===== src/inc/dpm_defs.vh =====
// Purpose: constants of the drive parameter-management block
// Assumes: parameter addresses are the fieldbus word addresses
// Notes: included by every design file of the block
`ifndef DPM_DEFS_VH
`define DPM_DEFS_VH

// parameter addresses
`define DPM_ADR_SAVE 16'h0402
`define DPM_ADR_RECALC 16'h040e
`define DPM_ADR_UDFLT 16'h0410
`define DPM_ADR_RESCALE 16'h0428
`define DPM_ADR_DIST 16'h2e14
`define DPM_ADR_RXBLK 16'h4084

// reset values
`define DPM_RST_DIST 32'h0000_4000
`define DPM_RST_RECALC 16'h0000
`define DPM_RST_RESCALE 16'h0000
`define DPM_RST_RXBLK 16'h0000

// value ranges
`define DPM_DIST_MAX 32'h7fff_ffff
`define DPM_RECALC_MAX 16'h0001
`define DPM_RESCALE_MAX 16'h0002
`define DPM_RXBLK_MAX 16'h0001
`define DPM_UDFLT_ALL 16'hffff

// command values and field positions
`define DPM_CMD_GO 16'h0001
`define DPM_SCL_IDLE 16'h0000
`define DPM_SCL_INIT 16'h0001
`define DPM_SCL_START 16'h0002
`define DPM_UDFLT_USER_BIT 0
`define DPM_UDFLT_SEQ_BIT 1
`define DPM_UDFLT_RSV_MSB 15
`define DPM_UDFLT_RSV_LSB 2

`endif


===== src/logic/dpm_dist_mon.v =====
// Purpose: following-distance monitor of the drive
// Assumes: deviation is a signed position error in user units
// Notes: limit is latched only when a movement starts
`include "dpm_defs.vh"

module dpm_dist_mon (
    // clock and reset
    input wire sys_clk,
    input wire srst,
    // limit as stored by software
    input wire [31:0] limit_in,
    // motion status
    input wire move_start,
    input wire ref_active,
    input wire [31:0] deviation,
    // error handling
    input wire fault_clear,
    output reg [31:0] limit_active_r,
    output reg dist_err_r
);

////////////////////////////////////////////////////////////////////////////////
reg [32:0] dev_mag;
wire exceed;

always @*
begin
    // 33 bits so that the most negative deviation still has a magnitude
    if (deviation[31])
        dev_mag = 33'h0_0000_0000 - {deviation[31], deviation};
    else
        dev_mag = {1'b0, deviation};
end

// zero limit keeps the monitor silent
assign exceed = ref_active && (limit_active_r != 32'h0000_0000) &&
    (dev_mag > {1'b0, limit_active_r});

////////////////////////////////////////////////////////////////////////////////
always @(posedge sys_clk)
begin
    if (srst)
    begin
        limit_active_r <= `DPM_RST_DIST;
        dist_err_r <= 1'b0;
    end
    else
    begin
        if (move_start)
            limit_active_r <= limit_in;
        // a new excess wins over a clear in the same cycle
        if (exceed)
            dist_err_r <= 1'b1;
        else if (fault_clear)
            dist_err_r <= 1'b0;
    end
end

endmodule


===== src/logic/dpm_regs.v =====
// Purpose: parameter-management register block of a servo drive
// Assumes: one parameter access at a time, inputs synchronous to sys_clk
// Notes: actions are pulses to the drive firmware side; no storage here
// Operation
// - With a reference value active, a deviation above the limit raises a class 1 error.
// - A limit of zero switches distance monitoring off.
// - The limit is signed 32-bit, default 16384, range 0 to 2147483647.
// - A new limit takes effect only at the start of the next movement.
// - Writing 1 to the loop recalc parameter recomputes the loop from motor data.
// - The loop recalculation leaves current and velocity limits alone.
// - Loop recalc and user defaults stay in working memory and are not saved.
// - Recalc, rescale and user-default writes are taken only with power stage off.
// - Rescaling is 1 to initialise then 2 to start; 0 is inactive.
// - Writing 1 to the save trigger saves persistent parameters.
// - The save trigger reads nonzero while saving and 0 once done.
// - User default bit 0 restores user and loop, bit 1 sequences, 65535 all.
// - User defaults spare communication, direction inversion and io functions.
// - Restored user defaults take effect at the next power stage enable.
// - Receive object block 1 ignores received objects, 0 processes them at once.
`include "dpm_defs.vh"

module dpm_regs (
    // clock and reset
    input wire sys_clk,
    input wire srst,
    // parameter access
    input wire par_wr,
    input wire par_rd,
    input wire [15:0] par_addr,
    input wire [31:0] par_wdata,
    output reg [31:0] par_rdata_r,
    output reg par_ack_r,
    output reg par_nak_r,
    // drive status
    input wire power_stage_en,
    input wire ref_active,
    input wire move_start,
    input wire [31:0] deviation,
    input wire fault_clear,
    // following error
    output wire dist_err,
    output wire [31:0] dist_limit_active,
    // loop recalculation
    output reg loop_recalc_req_r,
    input wire loop_recalc_done,
    // unit rescaling
    output reg rescale_init_r,
    output reg rescale_start_r,
    input wire rescale_done,
    // non-volatile save
    output reg nv_save_req_r,
    input wire nv_save_done,
    // user defaults
    output reg udflt_user_r,
    output reg udflt_seq_r,
    output reg udflt_apply_r,
    // receive process data
    output reg rx_obj_block_r
);

////////////////////////////////////////////////////////////////////////////////
// one-hot rescale states
localparam [2:0] SCL_IDLE = 3'b001;
localparam [2:0] SCL_INIT = 3'b010;
localparam [2:0] SCL_RUN = 3'b100;

reg [31:0] dist_limit_r;
reg [31:0] dist_limit_nxt;
reg recalc_busy_r;
reg save_busy_r;
reg udflt_pend_r;
reg pwr_prev_r;
reg [2:0] scl_state_r;
reg [2:0] scl_state_nxt;
reg wr_ok;
reg wr_legal;
reg [31:0] rd_val;
reg rd_hit;

wire wr_go;
wire pwr_rise;

// mapped-address check, used by read and write decode
function addr_known;
    input [15:0] a;
    begin
        case (a)
            `DPM_ADR_SAVE, `DPM_ADR_RECALC, `DPM_ADR_UDFLT,
            `DPM_ADR_RESCALE, `DPM_ADR_DIST, `DPM_ADR_RXBLK:
                addr_known = 1'b1;
            default:
                addr_known = 1'b0;
        endcase
    end
endfunction

// addresses that only accept writes with the power stage off
function needs_pwr_off;
    input [15:0] a;
    begin
        case (a)
            `DPM_ADR_RECALC, `DPM_ADR_UDFLT, `DPM_ADR_RESCALE:
                needs_pwr_off = 1'b1;
            default:
                needs_pwr_off = 1'b0;
        endcase
    end
endfunction

////////////////////////////////////////////////////////////////////////////////
// value range check per parameter
always @*
begin
    wr_legal = 1'b0;
    case (par_addr)
        `DPM_ADR_DIST:
            wr_legal = ~par_wdata[31];
        `DPM_ADR_RECALC:
            wr_legal = (par_wdata[31:16] == 16'h0000) &&
                (par_wdata[15:0] <= `DPM_RECALC_MAX);
        `DPM_ADR_RXBLK:
            wr_legal = (par_wdata[31:16] == 16'h0000) &&
                (par_wdata[15:0] <= `DPM_RXBLK_MAX);
        `DPM_ADR_SAVE:
            wr_legal = (par_wdata[31:0] == {16'h0000, `DPM_CMD_GO}) &&
                !save_busy_r;
        `DPM_ADR_UDFLT:
            // reserved bits must be all clear unless the full reset code is used
            wr_legal = (par_wdata[31:16] == 16'h0000) &&
                ((par_wdata[`DPM_UDFLT_RSV_MSB:`DPM_UDFLT_RSV_LSB] == 14'h0000) ||
                (par_wdata[15:0] == `DPM_UDFLT_ALL));
        `DPM_ADR_RESCALE:
            // 2 is only taken after 1, never from idle
            wr_legal = (par_wdata[31:16] == 16'h0000) &&
                ((par_wdata[15:0] == `DPM_SCL_IDLE) ||
                (par_wdata[15:0] == `DPM_SCL_INIT && scl_state_r != SCL_RUN) ||
                (par_wdata[15:0] == `DPM_SCL_START && scl_state_r == SCL_INIT));
        default:
            wr_legal = 1'b0;
    endcase
    wr_ok = par_wr && addr_known(par_addr) && wr_legal &&
        !(needs_pwr_off(par_addr) && power_stage_en);
end

assign wr_go = wr_ok;
assign pwr_rise = power_stage_en && !pwr_prev_r;

////////////////////////////////////////////////////////////////////////////////
// readback mux
always @*
begin
    rd_hit = addr_known(par_addr);
    case (par_addr)
        `DPM_ADR_DIST:
            rd_val = dist_limit_r;
        `DPM_ADR_RECALC:
            rd_val = {31'h0000_0000, recalc_busy_r};
        `DPM_ADR_SAVE:
            rd_val = {31'h0000_0000, save_busy_r};
        `DPM_ADR_UDFLT:
            rd_val = 32'h0000_0000;
        `DPM_ADR_RESCALE:
            rd_val = (scl_state_r == SCL_INIT) ? {16'h0000, `DPM_SCL_INIT} :
                (scl_state_r == SCL_RUN) ? {16'h0000, `DPM_SCL_START} :
                32'h0000_0000;
        `DPM_ADR_RXBLK:
            rd_val = {31'h0000_0000, rx_obj_block_r};
        default:
            rd_val = 32'h0000_0000;
    endcase
end

////////////////////////////////////////////////////////////////////////////////
// next value of the stored limit
always @*
begin
    dist_limit_nxt = dist_limit_r;
    if (wr_go && par_addr == `DPM_ADR_DIST)
        dist_limit_nxt = par_wdata;
end

// rescale sequence
always @*
begin
    scl_state_nxt = scl_state_r;
    case (scl_state_r)
        SCL_IDLE:
        begin
            if (wr_go && par_addr == `DPM_ADR_RESCALE &&
                par_wdata[15:0] == `DPM_SCL_INIT)
                scl_state_nxt = SCL_INIT;
        end
        SCL_INIT:
        begin
            if (wr_go && par_addr == `DPM_ADR_RESCALE)
            begin
                if (par_wdata[15:0] == `DPM_SCL_START)
                    scl_state_nxt = SCL_RUN;
                else if (par_wdata[15:0] == `DPM_SCL_IDLE)
                    scl_state_nxt = SCL_IDLE;
            end
        end
        SCL_RUN:
        begin
            // the calculation finishes by itself; 0 may also abandon it
            if (rescale_done)
                scl_state_nxt = SCL_IDLE;
            else if (wr_go && par_addr == `DPM_ADR_RESCALE)
                scl_state_nxt = SCL_IDLE;
        end
        default:
            scl_state_nxt = SCL_IDLE;
    endcase
end

////////////////////////////////////////////////////////////////////////////////
// access answer and stored parameters
always @(posedge sys_clk)
begin
    if (srst)
    begin
        par_rdata_r <= 32'h0000_0000;
        par_ack_r <= 1'b0;
        par_nak_r <= 1'b0;
        dist_limit_r <= `DPM_RST_DIST;
        rx_obj_block_r <= 1'b0;
        scl_state_r <= SCL_IDLE;
        pwr_prev_r <= 1'b0;
    end
    else
    begin
        par_ack_r <= (par_rd && rd_hit) || wr_go;
        par_nak_r <= (par_rd && !rd_hit) || (par_wr && !wr_go);
        if (par_rd)
            par_rdata_r <= rd_val;
        dist_limit_r <= dist_limit_nxt;
        if (wr_go && par_addr == `DPM_ADR_RXBLK)
            rx_obj_block_r <= par_wdata[0];
        scl_state_r <= scl_state_nxt;
        pwr_prev_r <= power_stage_en;
    end
end

////////////////////////////////////////////////////////////////////////////////
// action pulses and busy flags
always @(posedge sys_clk)
begin
    if (srst)
    begin
        loop_recalc_req_r <= 1'b0;
        recalc_busy_r <= 1'b0;
        rescale_init_r <= 1'b0;
        rescale_start_r <= 1'b0;
        nv_save_req_r <= 1'b0;
        save_busy_r <= 1'b0;
        udflt_user_r <= 1'b0;
        udflt_seq_r <= 1'b0;
        udflt_pend_r <= 1'b0;
        udflt_apply_r <= 1'b0;
    end
    else
    begin
        // loop recalc touches loop gains only, never the limits
        loop_recalc_req_r <= wr_go && par_addr == `DPM_ADR_RECALC &&
            par_wdata[0];
        if (wr_go && par_addr == `DPM_ADR_RECALC && par_wdata[0])
            recalc_busy_r <= 1'b1;
        else if (loop_recalc_done)
            recalc_busy_r <= 1'b0;
        // every accepted 1 initialises again, also from the init state
        rescale_init_r <= wr_go && par_addr == `DPM_ADR_RESCALE &&
            par_wdata[15:0] == `DPM_SCL_INIT;
        rescale_start_r <= scl_state_r == SCL_INIT &&
            scl_state_nxt == SCL_RUN;
        // only this write ever reaches the non-volatile store
        nv_save_req_r <= wr_go && par_addr == `DPM_ADR_SAVE;
        if (wr_go && par_addr == `DPM_ADR_SAVE)
            save_busy_r <= 1'b1;
        else if (nv_save_done)
            save_busy_r <= 1'b0;
        // comms, direction inversion and io functions have no reset path here
        udflt_user_r <= wr_go && par_addr == `DPM_ADR_UDFLT &&
            par_wdata[`DPM_UDFLT_USER_BIT];
        udflt_seq_r <= wr_go && par_addr == `DPM_ADR_UDFLT &&
            par_wdata[`DPM_UDFLT_SEQ_BIT];
        // restored values are held back until the stage is enabled again
        if (wr_go && par_addr == `DPM_ADR_UDFLT &&
            par_wdata[`DPM_UDFLT_SEQ_BIT:`DPM_UDFLT_USER_BIT] != 2'b00)
            udflt_pend_r <= 1'b1;
        else if (pwr_rise)
            udflt_pend_r <= 1'b0;
        udflt_apply_r <= pwr_rise && udflt_pend_r;
    end
end

////////////////////////////////////////////////////////////////////////////////
// following-distance monitor
dpm_dist_mon u_dist_mon (
    .sys_clk(sys_clk),
    .srst(srst),
    .limit_in(dist_limit_r),
    .move_start(move_start),
    .ref_active(ref_active),
    .deviation(deviation),
    .fault_clear(fault_clear),
    .limit_active_r(dist_limit_active),
    .dist_err_r(dist_err)
);

endmodule


===== config.mk =====
export PLATFORM = sky130hd
export DESIGN_NAME = dpm_regs
export DESIGN_NICKNAME = d
export VERILOG_FILES = /design/src/logic/dpm_dist_mon.v /design/src/logic/dpm_regs.v
export VERILOG_INCLUDE_DIRS = /design/src /design/src/inc
export SDC_FILE = /design/constraint.sdc
export NUM_CORES = 1
export LEC_CHECK = 0
export ABC_CLOCK_PERIOD_IN_PS = 6800
export BUFFER_PORTS_ARGS = -buffer_cell sky130_fd_sc_hd__buf_2
export CAP_MARGIN = 15
export CORE_MARGIN = 8
export CORE_UTILIZATION = 40
export CTS_CLUSTER_SIZE = 28
export DETAILED_ROUTE_END_ITERATION = 10
export SYNTH_ARGS = -nofsm -noshare
export SYNTH_HDL_FRONTEND = slang
export SYNTH_SLANG_ARGS = --single-unit

===== constraint.sdc =====
create_clock -name sys_clk -period 6.8 [get_ports sys_clk]
set_input_delay 1.36 -clock sys_clk [delete_from_list [all_inputs] [get_ports sys_clk]]
set_output_delay 1.36 -clock sys_clk [all_outputs]
set_load 0.005 [all_outputs]

Word level (Yosys, flattened, before mapping)
Index checks and enable logic that the tools add are counted.
- register bits: 114
- input port bits: 91
- output and inout port bits: 75
- logic and storage cells: 111
- add/subtract/negate cells: 1
- order comparisons: 2
- eq/ne operators: 15
- muxes and demuxes: 22
- bitwise operators: 1
- reductions and logical operators: 51
- operators by type and width (cell ; number):
    $pmux W32 S5 ; 1
    $eq A16 B11 Y1 const B ; 4
    $gt A33 B32 Y1 ; 1
    $mux W33 ; 1
    $sub A1 B32 Y33 const A ; 1
    $eq A32 B1 Y1 const B ; 1
    $logic_not A16 Y1 ; 2
    $reduce_bool A32 Y1 ; 1
    $logic_and A1 B1 Y1 ; 29
    $mux W3 ; 6
    $eq A16 B1 Y1 const B ; 1
    $eq A16 B14 Y1 const B ; 1
    $eq A16 B15 Y1 const B ; 1
    $eq A16 B16 Y1 const B ; 1
    $eq A16 B2 Y1 const B ; 1
    $le A16 B1 Y1 const B ; 1
    $logic_not A14 Y1 ; 1
    $mux W1 ; 10
    $reduce_bool A2 Y1 ; 5
    $pmux W3 S3 ; 1
    $eq A3 B3 Y1 const B ; 2
    $reduce_or A6 Y1 ; 1
    $logic_not A1 Y1 ; 5
    $logic_or A1 B1 Y1 ; 5
    other kinds (8) ; 9

Longest topological paths before layout
Gate-level depths: netlist of the first run.
- depth in word-level cells: 14
- mapped depth: 15
- mapped depth without buffers: 15

Modules after synthesis
From an unflattened synthesis of the first run, not the netlist that was laid out.
- cells, all modules: 752
- area, all modules: 6244.7 um^2
- modules (own cells, without submodules) (module ; times used ; cells each ; area each (um^2) ; seq. area each (um^2)):
    dpm_regs ; 1 ; 429 ; 3560.9 ; 1621.6
    dpm_dist_mon ; 1 ; 323 ; 2683.8 ; 660.6

Worst setup path before layout of the first run
No wires, ideal clock.
- path kind: in2reg
- start point: input port deviation[10]
- end point: register u_dist_mon.dist_err_r
- library setup time: 0.120 ns
- data arrival time: 4.445 ns
- required time: 6.680 ns
- path slack: 2.236 ns
- cell stages on the path: 13
- buffers on the path: 0
- path through: or4_4 or4_1 or4_4 nand2b_4 o41ai_4 xnor2_1 ha_1 nand3_1 nor4_1 a41oi_1 nor2_1 nor2_1 o31a_1
- word-level cells in the longest chain between the ends: 5
- elaborated cells on any way between the ends: 6
- those cells by class: add/sub: 1; order compare: 1; mux: 2; reduce/logical: 2
- RTL lines (what ; line ; source):
    start: declaration ; dpm_regs.v:38 ; input wire [31:0] deviation,
    $sub A1 B32 Y33 ; dpm_dist_mon.v:30 ; dev_mag = 33'h0_0000_0000 - {deviation[31], deviation};
    $mux W33 * ; dpm_dist_mon.v:29 ; if (deviation[31])
    $gt A33 B32 Y1 * ; dpm_dist_mon.v:37 ; (dev_mag > {1'b0, limit_active_r});
    $logic_and A1 B1 Y1 * ; dpm_dist_mon.v:36 ; assign exceed = ref_active && (limit_active_r != 32'h0000_0000) &&
    $mux W1 or $reduce_bool A2 Y1 (tied branches) ; - ;
    end signal: assignment ; dpm_dist_mon.v:45 ; dist_err_r <= 1'b0;
    end signal: assignment ; dpm_dist_mon.v:53 ; dist_err_r <= 1'b1;
    end signal: assignment ; dpm_dist_mon.v:55 ; dist_err_r <= 1'b0;
    end: declaration ; dpm_dist_mon.v:19 ; output reg dist_err_r
Every way passes the cells marked *; elsewhere a longest branch is shown, timed or not.
A chain may end at the register's enable or synchronous reset.

Final worst setup path of the first run
- start point: input port deviation[6]
- end point: register u_dist_mon.dist_err_r
The elaborated chain is that of the path after synthesis.

==> results.ini, run 1 <==
[floorplanning]
coreArea_um2=15150
die_w_um=140.1
ios=166
dieHeight_um=140.1
initial_core_util_pct=40.67
rows=45
dieArea_um2=19630

[setup_path]
startpoint_type=input port
crit_chain=buf_2 > nor4_2 > nand3_1 > or4_4 > or4_4 > nand2b_1 > o31ai_1 > xnor2_1 > ha_1 > nand4_1 > nor4_1 > a41oi_1 > nor2_1 > nor2_1 > o31a_1
required_ns=7.09
worstPathMaxFanout=5
critPathKind=input port to register
setup.worst_path.end_class=register
crit_arrival_ns=5.05
cpLargestDelayFamily=simple AND/OR/NAND/NOR gates
max_stage_delay_ns=0.53
path_buf_inv=1
cpMaxStageDelayCell=or4_4

[detailed_routing]
dr.pass1.iters=6
drc=0
detail_route.iter0.violations=340
vias=5651
vias_per_cell=5.331
wl_per_cell_um=17.25
wirelength_um=18290
ant_nets=0

[grt]
overflow=0
antenna_found_initial=0
gr-usage-all-layers_pct=18.23
grt_max_degree=73
grt_pass1_vias=5500
grt_first_pass_wirelength_um=29060

[power]
power_density_nw_per_um2=238.0
leakage_nw=3.133
vdd.ir_drop.worst_mv=0.1215
finalPower_mw=1.852

[timing]
finalSetupViolations=0
fin_skew_ns=0.009386
slew_headroom_pct=31.54
slew_viol_final=0
final-hold-violation-count=0
tightest_slew_ns=1.027
min_period_over_period_pct=70.02
fin_tns_setup_ns=0
finalCriticalPeriod_ns=4.761
rsz0062_at_grt=false
fmax_ghz=0.2100

[clock_tree]
cts_resized=0
cts_setup_buffers=0
cts_made_buffers=17
cts_num_sinks=114
cts_tree=built
cts_hold_buf=0
clk_pin_slew_ns=0.05
worstSkewPairLatency_ns=0.41
clk_path_buf_depth=2
htree_num_levels=4
cts-root-buf=clkbuf_16

[cells_and_area]
layout_commonest_cell=buf_2
synthToLayoutAreaGrowth_pct=26.33
layout_common_cells=buf_2 (164), dfxtp_1 (114), nor2_1 (91)
antenna_cells=0
nNetsFinal=984
final_area_um2=7781
drive_gt1_share_pct=24.54

[yosys]
yosys_warnings=0
ys_ff_latch=114
avgSynthCellArea_um2=8.663
yosys_most_used_dff=dfxtp_1
synthCells=711
syn_area_um2=6160
synth_nets=835
synth_edf_count=0
yosysUniqueCellTypes=55
ys_seq_area_share_pct=37.05
async_flop_share_pct=0

[placed_design]
portBuffers=165
hpwl_um=13620
gp_congestion=0.8631
postPlaceCellArea_um2=7102

[worst_hold_path]
worst_hold_path_type=register to register

[run_status]
status=finished clean

[job]
maxCapViolCount=0

==> final timing paths <==
check,start,to,slack [ns],cells past startpoint
setup / recovery,deviation[6],u_dist_mon.dist_err_r,2.04,15
setup reg to reg,scl_state_r[0],rx_obj_block_r,4.31,7
hold / removal,par_rdata_r[3],par_rdata_r[3],0.46,2
hold reg to reg,par_rdata_r[3],par_rdata_r[3],0.46,2
==> kinds of logic after synthesis <==
kind of cell / after synthesis / share of synthesized area [%]
and+or+nand+nor: 272 / 23.60
AOI/OAI and AO/OA: 127 / 13.67
DFF: 114 / 37.05
buffers and inverters: 73 / 4.631
muxes: 62 / 10.08
adders and majority gates: 33 / 6.703
xor gates and xnor gates: 30 / 4.266
==> Yosys cell counts (5+ instances only) <==
cell      count  area share (%)
clkbuf_1     29             1.8
o31ai_1       9             1.1
mux2i_1      62              10
inv_1        36             2.2
o21a_1        5            0.61
nor2b_1       7            0.71
nor4_1       20             2.0
nor3_1        7            0.57
xnor2_1      30             4.3
dfxtp_1     114              37
a211oi_1      6            0.73
ha_1         33             6.7
nand2_1      15            0.91
nor2_1       92             5.6
nand4_1      20             2.0
buf_1         5            0.30
nand2b_1     37             3.8
a21o_1        8            0.98
a21oi_1      43             3.5
nand3_1      43             3.5
o21ai_0      23             1.9
==> through the flow <==
step | util (%) | hold slack, ns | setup slack (ns) | std cells
2_1_floorplan | - | 0.4455 | 2.236 | 711
3_3_place_gp | 46.89 | 0.4533 | 1.814 | 1029
3_5_place_dp | 46.89 | 0.4569 | 1.749 | 1029
4_1_cts | 51.38 | 0.4664 | 2.143 | 1060
5_1_grt | 51.38 | 0.4771 | 1.795 | 1060
6_report | 51.38 | 0.4633 | 2.039 | 1060
==> worst register-to-register path, cell delays in order (launching register included) <==
cell	delay, ns
dfxtp_1	0.31
nand2b_1	0.15
or2_2	0.32
o41ai_1	0.41
o311ai_0	0.22
a31oi_1	0.57
a21boi_0	0.20
o21a_1	0.21
==> state kept, by name, indices dropped and copies added (netlist names), 3 cells and up <==
signal / count
par_rdata_r: 32
u_dist_mon.limit_active_r: 32
scl_state_r: 3
dist_limit_r: 32
==> metal layers <==
| layer | track usage (%) | vias up | routed length [µm] |
|---|---|---|---|
| met4 | 4.629 | 0 | 142 |
| met2 | 28.56 | 170 | 8156 |
| met3 | 5.810 | 15 | 1301 |
| li1 | - | 2860 | - |
| met5 | 0 | - | 0 |
| met1 | 23.77 | 2606 | 8688 |
==> report_power, final <==
group | internal (mW) | switching, mW
clock | 0.707 | 0.307
sequential | 0.671 | 0.00106
combinational | 0.0723 | 0.0932
==> layout make-up <==
cell class / instances / area, µm²
clock buffers: 23 / 508.0
flip-flops and latches: 114 / 2282
multi-input cells: 524 / 3606
fillers: 1482 / 7365
well taps: 188 / 235.2
clock inverters: 8 / 171.4
repair buffers: 167 / 843.3
inverters: 36 / 135.1
Note: power is estimated with default switching activity, not from simulation.
==> run 2: changes to the inputs <==
Settings changed: ABC_CLOCK_PERIOD_IN_PS 6800 to 3900, PLACE_DENSITY set to 0.66.
Clock period 6.8 ns to 3.9 ns, I/O delays scaled along.
==> run 2 against run 1 <==
Net effect:
- non-clock buffer count is 30 higher
- sequential power is 74% higher
- clock-buffer cell count shrank 3
- final cell count up 2.9%
- hold slack worse by 0.0022 ns
- global-route usage rose by 0.15 points
- clock skew is 0.00098 ns lower
- sequential share of layout area decreased by 0.94 points
- die area is the same
- routed wire length decreased by 0.93%
==> results.ini, run 2 (same netlist as run 1, synthesis figures left out) <==
[timing]
min_period_over_period_pct=96.82
finalSetupViolations=0
tightest_slew_ns=0.9666
final-hold-violation-count=0
fin_skew_ns=0.008407
slew_headroom_pct=35.56
slew_viol_final=0
fmax_ghz=0.2648
finalCriticalPeriod_ns=3.776

[floorplanning]
die_w_um=140.1
rows=45
initial_core_util_pct=40.67
dieHeight_um=140.1
ios=166
dieArea_um2=19630
coreArea_um2=15150

[grt]
grt_first_pass_wirelength_um=29410
overflow=0
use_met1_pct=23.26
grt_use_met3_pct=6.660
gr-usage-met2_pct=28.77
gr-usage-all-layers_pct=18.38
grt_max_degree=65
grt_pass1_vias=5749
antenna_found_initial=0
top_usage_layer=met2

[placed_design]
postPlaceCellArea_um2=7346
post-place-cells=1059
gp_congestion=0.9252
hpwl_um=13860
portBuffers=165

[detailed_routing]
wirelength_um=18120
detail_route.iter0.violations=301
drc=0
wl_per_cell_um=16.61
ant_nets=0
vias=5775
vias_per_cell=5.293
dr.pass1.iters=4

[setup_path]
max_stage_delay_ns=0.55
required_ns=4.19
setup.worst_path.end_class=register
critPathKind=input port to register
cpMaxStageDelayCell=or4_4
crit_arrival_ns=4.07
crit_chain=buf_2 > or4_4 > or4_1 > or4_4 > nand2b_4 > o41ai_4 > xnor2_1 > ha_1 > nand3_2 > nor4_4 > a41oi_1 > nor2_1 > nor2_1 > o31a_1
worstPathMaxFanout=6
startpoint_type=input port

[cells_and_area]
nFillCells=1444
layout_commonest_cell=buf_2
antenna_cells=0
nNetsFinal=1014
regArea_um2=2282
multiInputGateArea_um2=3667
fin_cells=1091
utilization_pct=53.07
top_regs=dist_limit_r x32, par_rdata_r x32, u_dist_mon.limit_active_r x32
drive_gt1_share_pct=28.02
layout_common_cells=buf_2 (164), dfxtp_1 (114), nor2_1 (91)
synthToLayoutAreaGrowth_pct=30.49
final_area_um2=8038

[power]
leakage_nw=3.277
vdd.ir_drop.worst_mv=0.2075
power_density_nw_per_um2=390.2

[run_status]
status=finished clean

[clock_tree]
clk_path_buf_depth=2
cts_hold_buf=0
cts_tree=built
clk_pin_slew_ns=0.05
cts-root-buf=clkbuf_16
cts_num_sinks=114
worstSkewPairLatency_ns=0.41
htree_num_levels=4
cts_made_buffers=17

[worst_hold_path]
worst_hold_path_type=register to register

[job]
maxCapViolCount=0

==> run 2: changes by cell type in the layout (fill, tap and decap cells not counted), sizes merged <==
cell      delta
buf         +30
clkbuf       -3
clkinv       +3
bufinv       -1
clkinvlp     +1
inv          +1
==> run 2: where the power goes <==
part / switching [mW] / internal, mW
registers: 0.00201 / 1.17
logic: 0.169 / 0.143
clock network: 0.550 / 1.10
==> run 2: cell type report <==
| cell class | instances | area share [%] |
|---|---|---|
| tap | 188 | 2.927 |
| clock inverter | 12 | 2.242 |
| clock buffer | 20 | 5.682 |
| multi-input combinational | 524 | 45.63 |
| sequential | 114 | 28.39 |
| inverter | 36 | 1.681 |
| timing repair buffer | 197 | 13.45 |
==> run 2: critical path, delay by kind of cell <==
kind                     cells  cell delay (ns)
AO/OA/AOI/OAI                3             0.49
XOR/XNOR                     1             0.10
adder cells (fa/ha/maj)      1             0.30
buffers and inverters        1             0.11
AND/OR/NAND/NOR              8             2.29
==> run 2: metrics by stage <==
stage	setup WS, ns	hold slack (ns)	setup TNS (ns)	total power, mW
floorplan	0.007212	0.4455	0	1.370
global placement	-0.3478	0.4528	-0.3478	1.497
detailed placement	-0.3991	0.4584	-0.3991	1.499
CTS	0.006437	0.4681	0	3.156
global route	-0.005954	0.4887	-0.005954	3.250
finish	0.1241	0.4612	0	3.136
==> run 2: final timing paths <==
path	startpoint	endpoint	slack [ns]	cells after the start
setup / recovery	deviation[10]	u_dist_mon.dist_err_r	0.12	14
hold / removal	par_rdata_r[27]	par_rdata_r[27]	0.46	2
hold reg to reg	par_rdata_r[27]	par_rdata_r[27]	0.46	2
setup reg to reg	u_dist_mon.limit_active_r[10]	u_dist_mon.dist_err_r	1.68	9
==> run 2: metal layers <==
metal	vias up	wire (µm)
li1	2917	-
met1	2652	8348
met2	191	8199
met3	15	1402
met4	0	168
met5	-	0
==> run 2: what timing repair did <==
item | in CTS | in global routing
buffers inserted | 0 | 0
hold endpoints to repair | 0 | 0
gates resized for setup | 0 | 11
endpoints found under the setup margin | 0 | 1
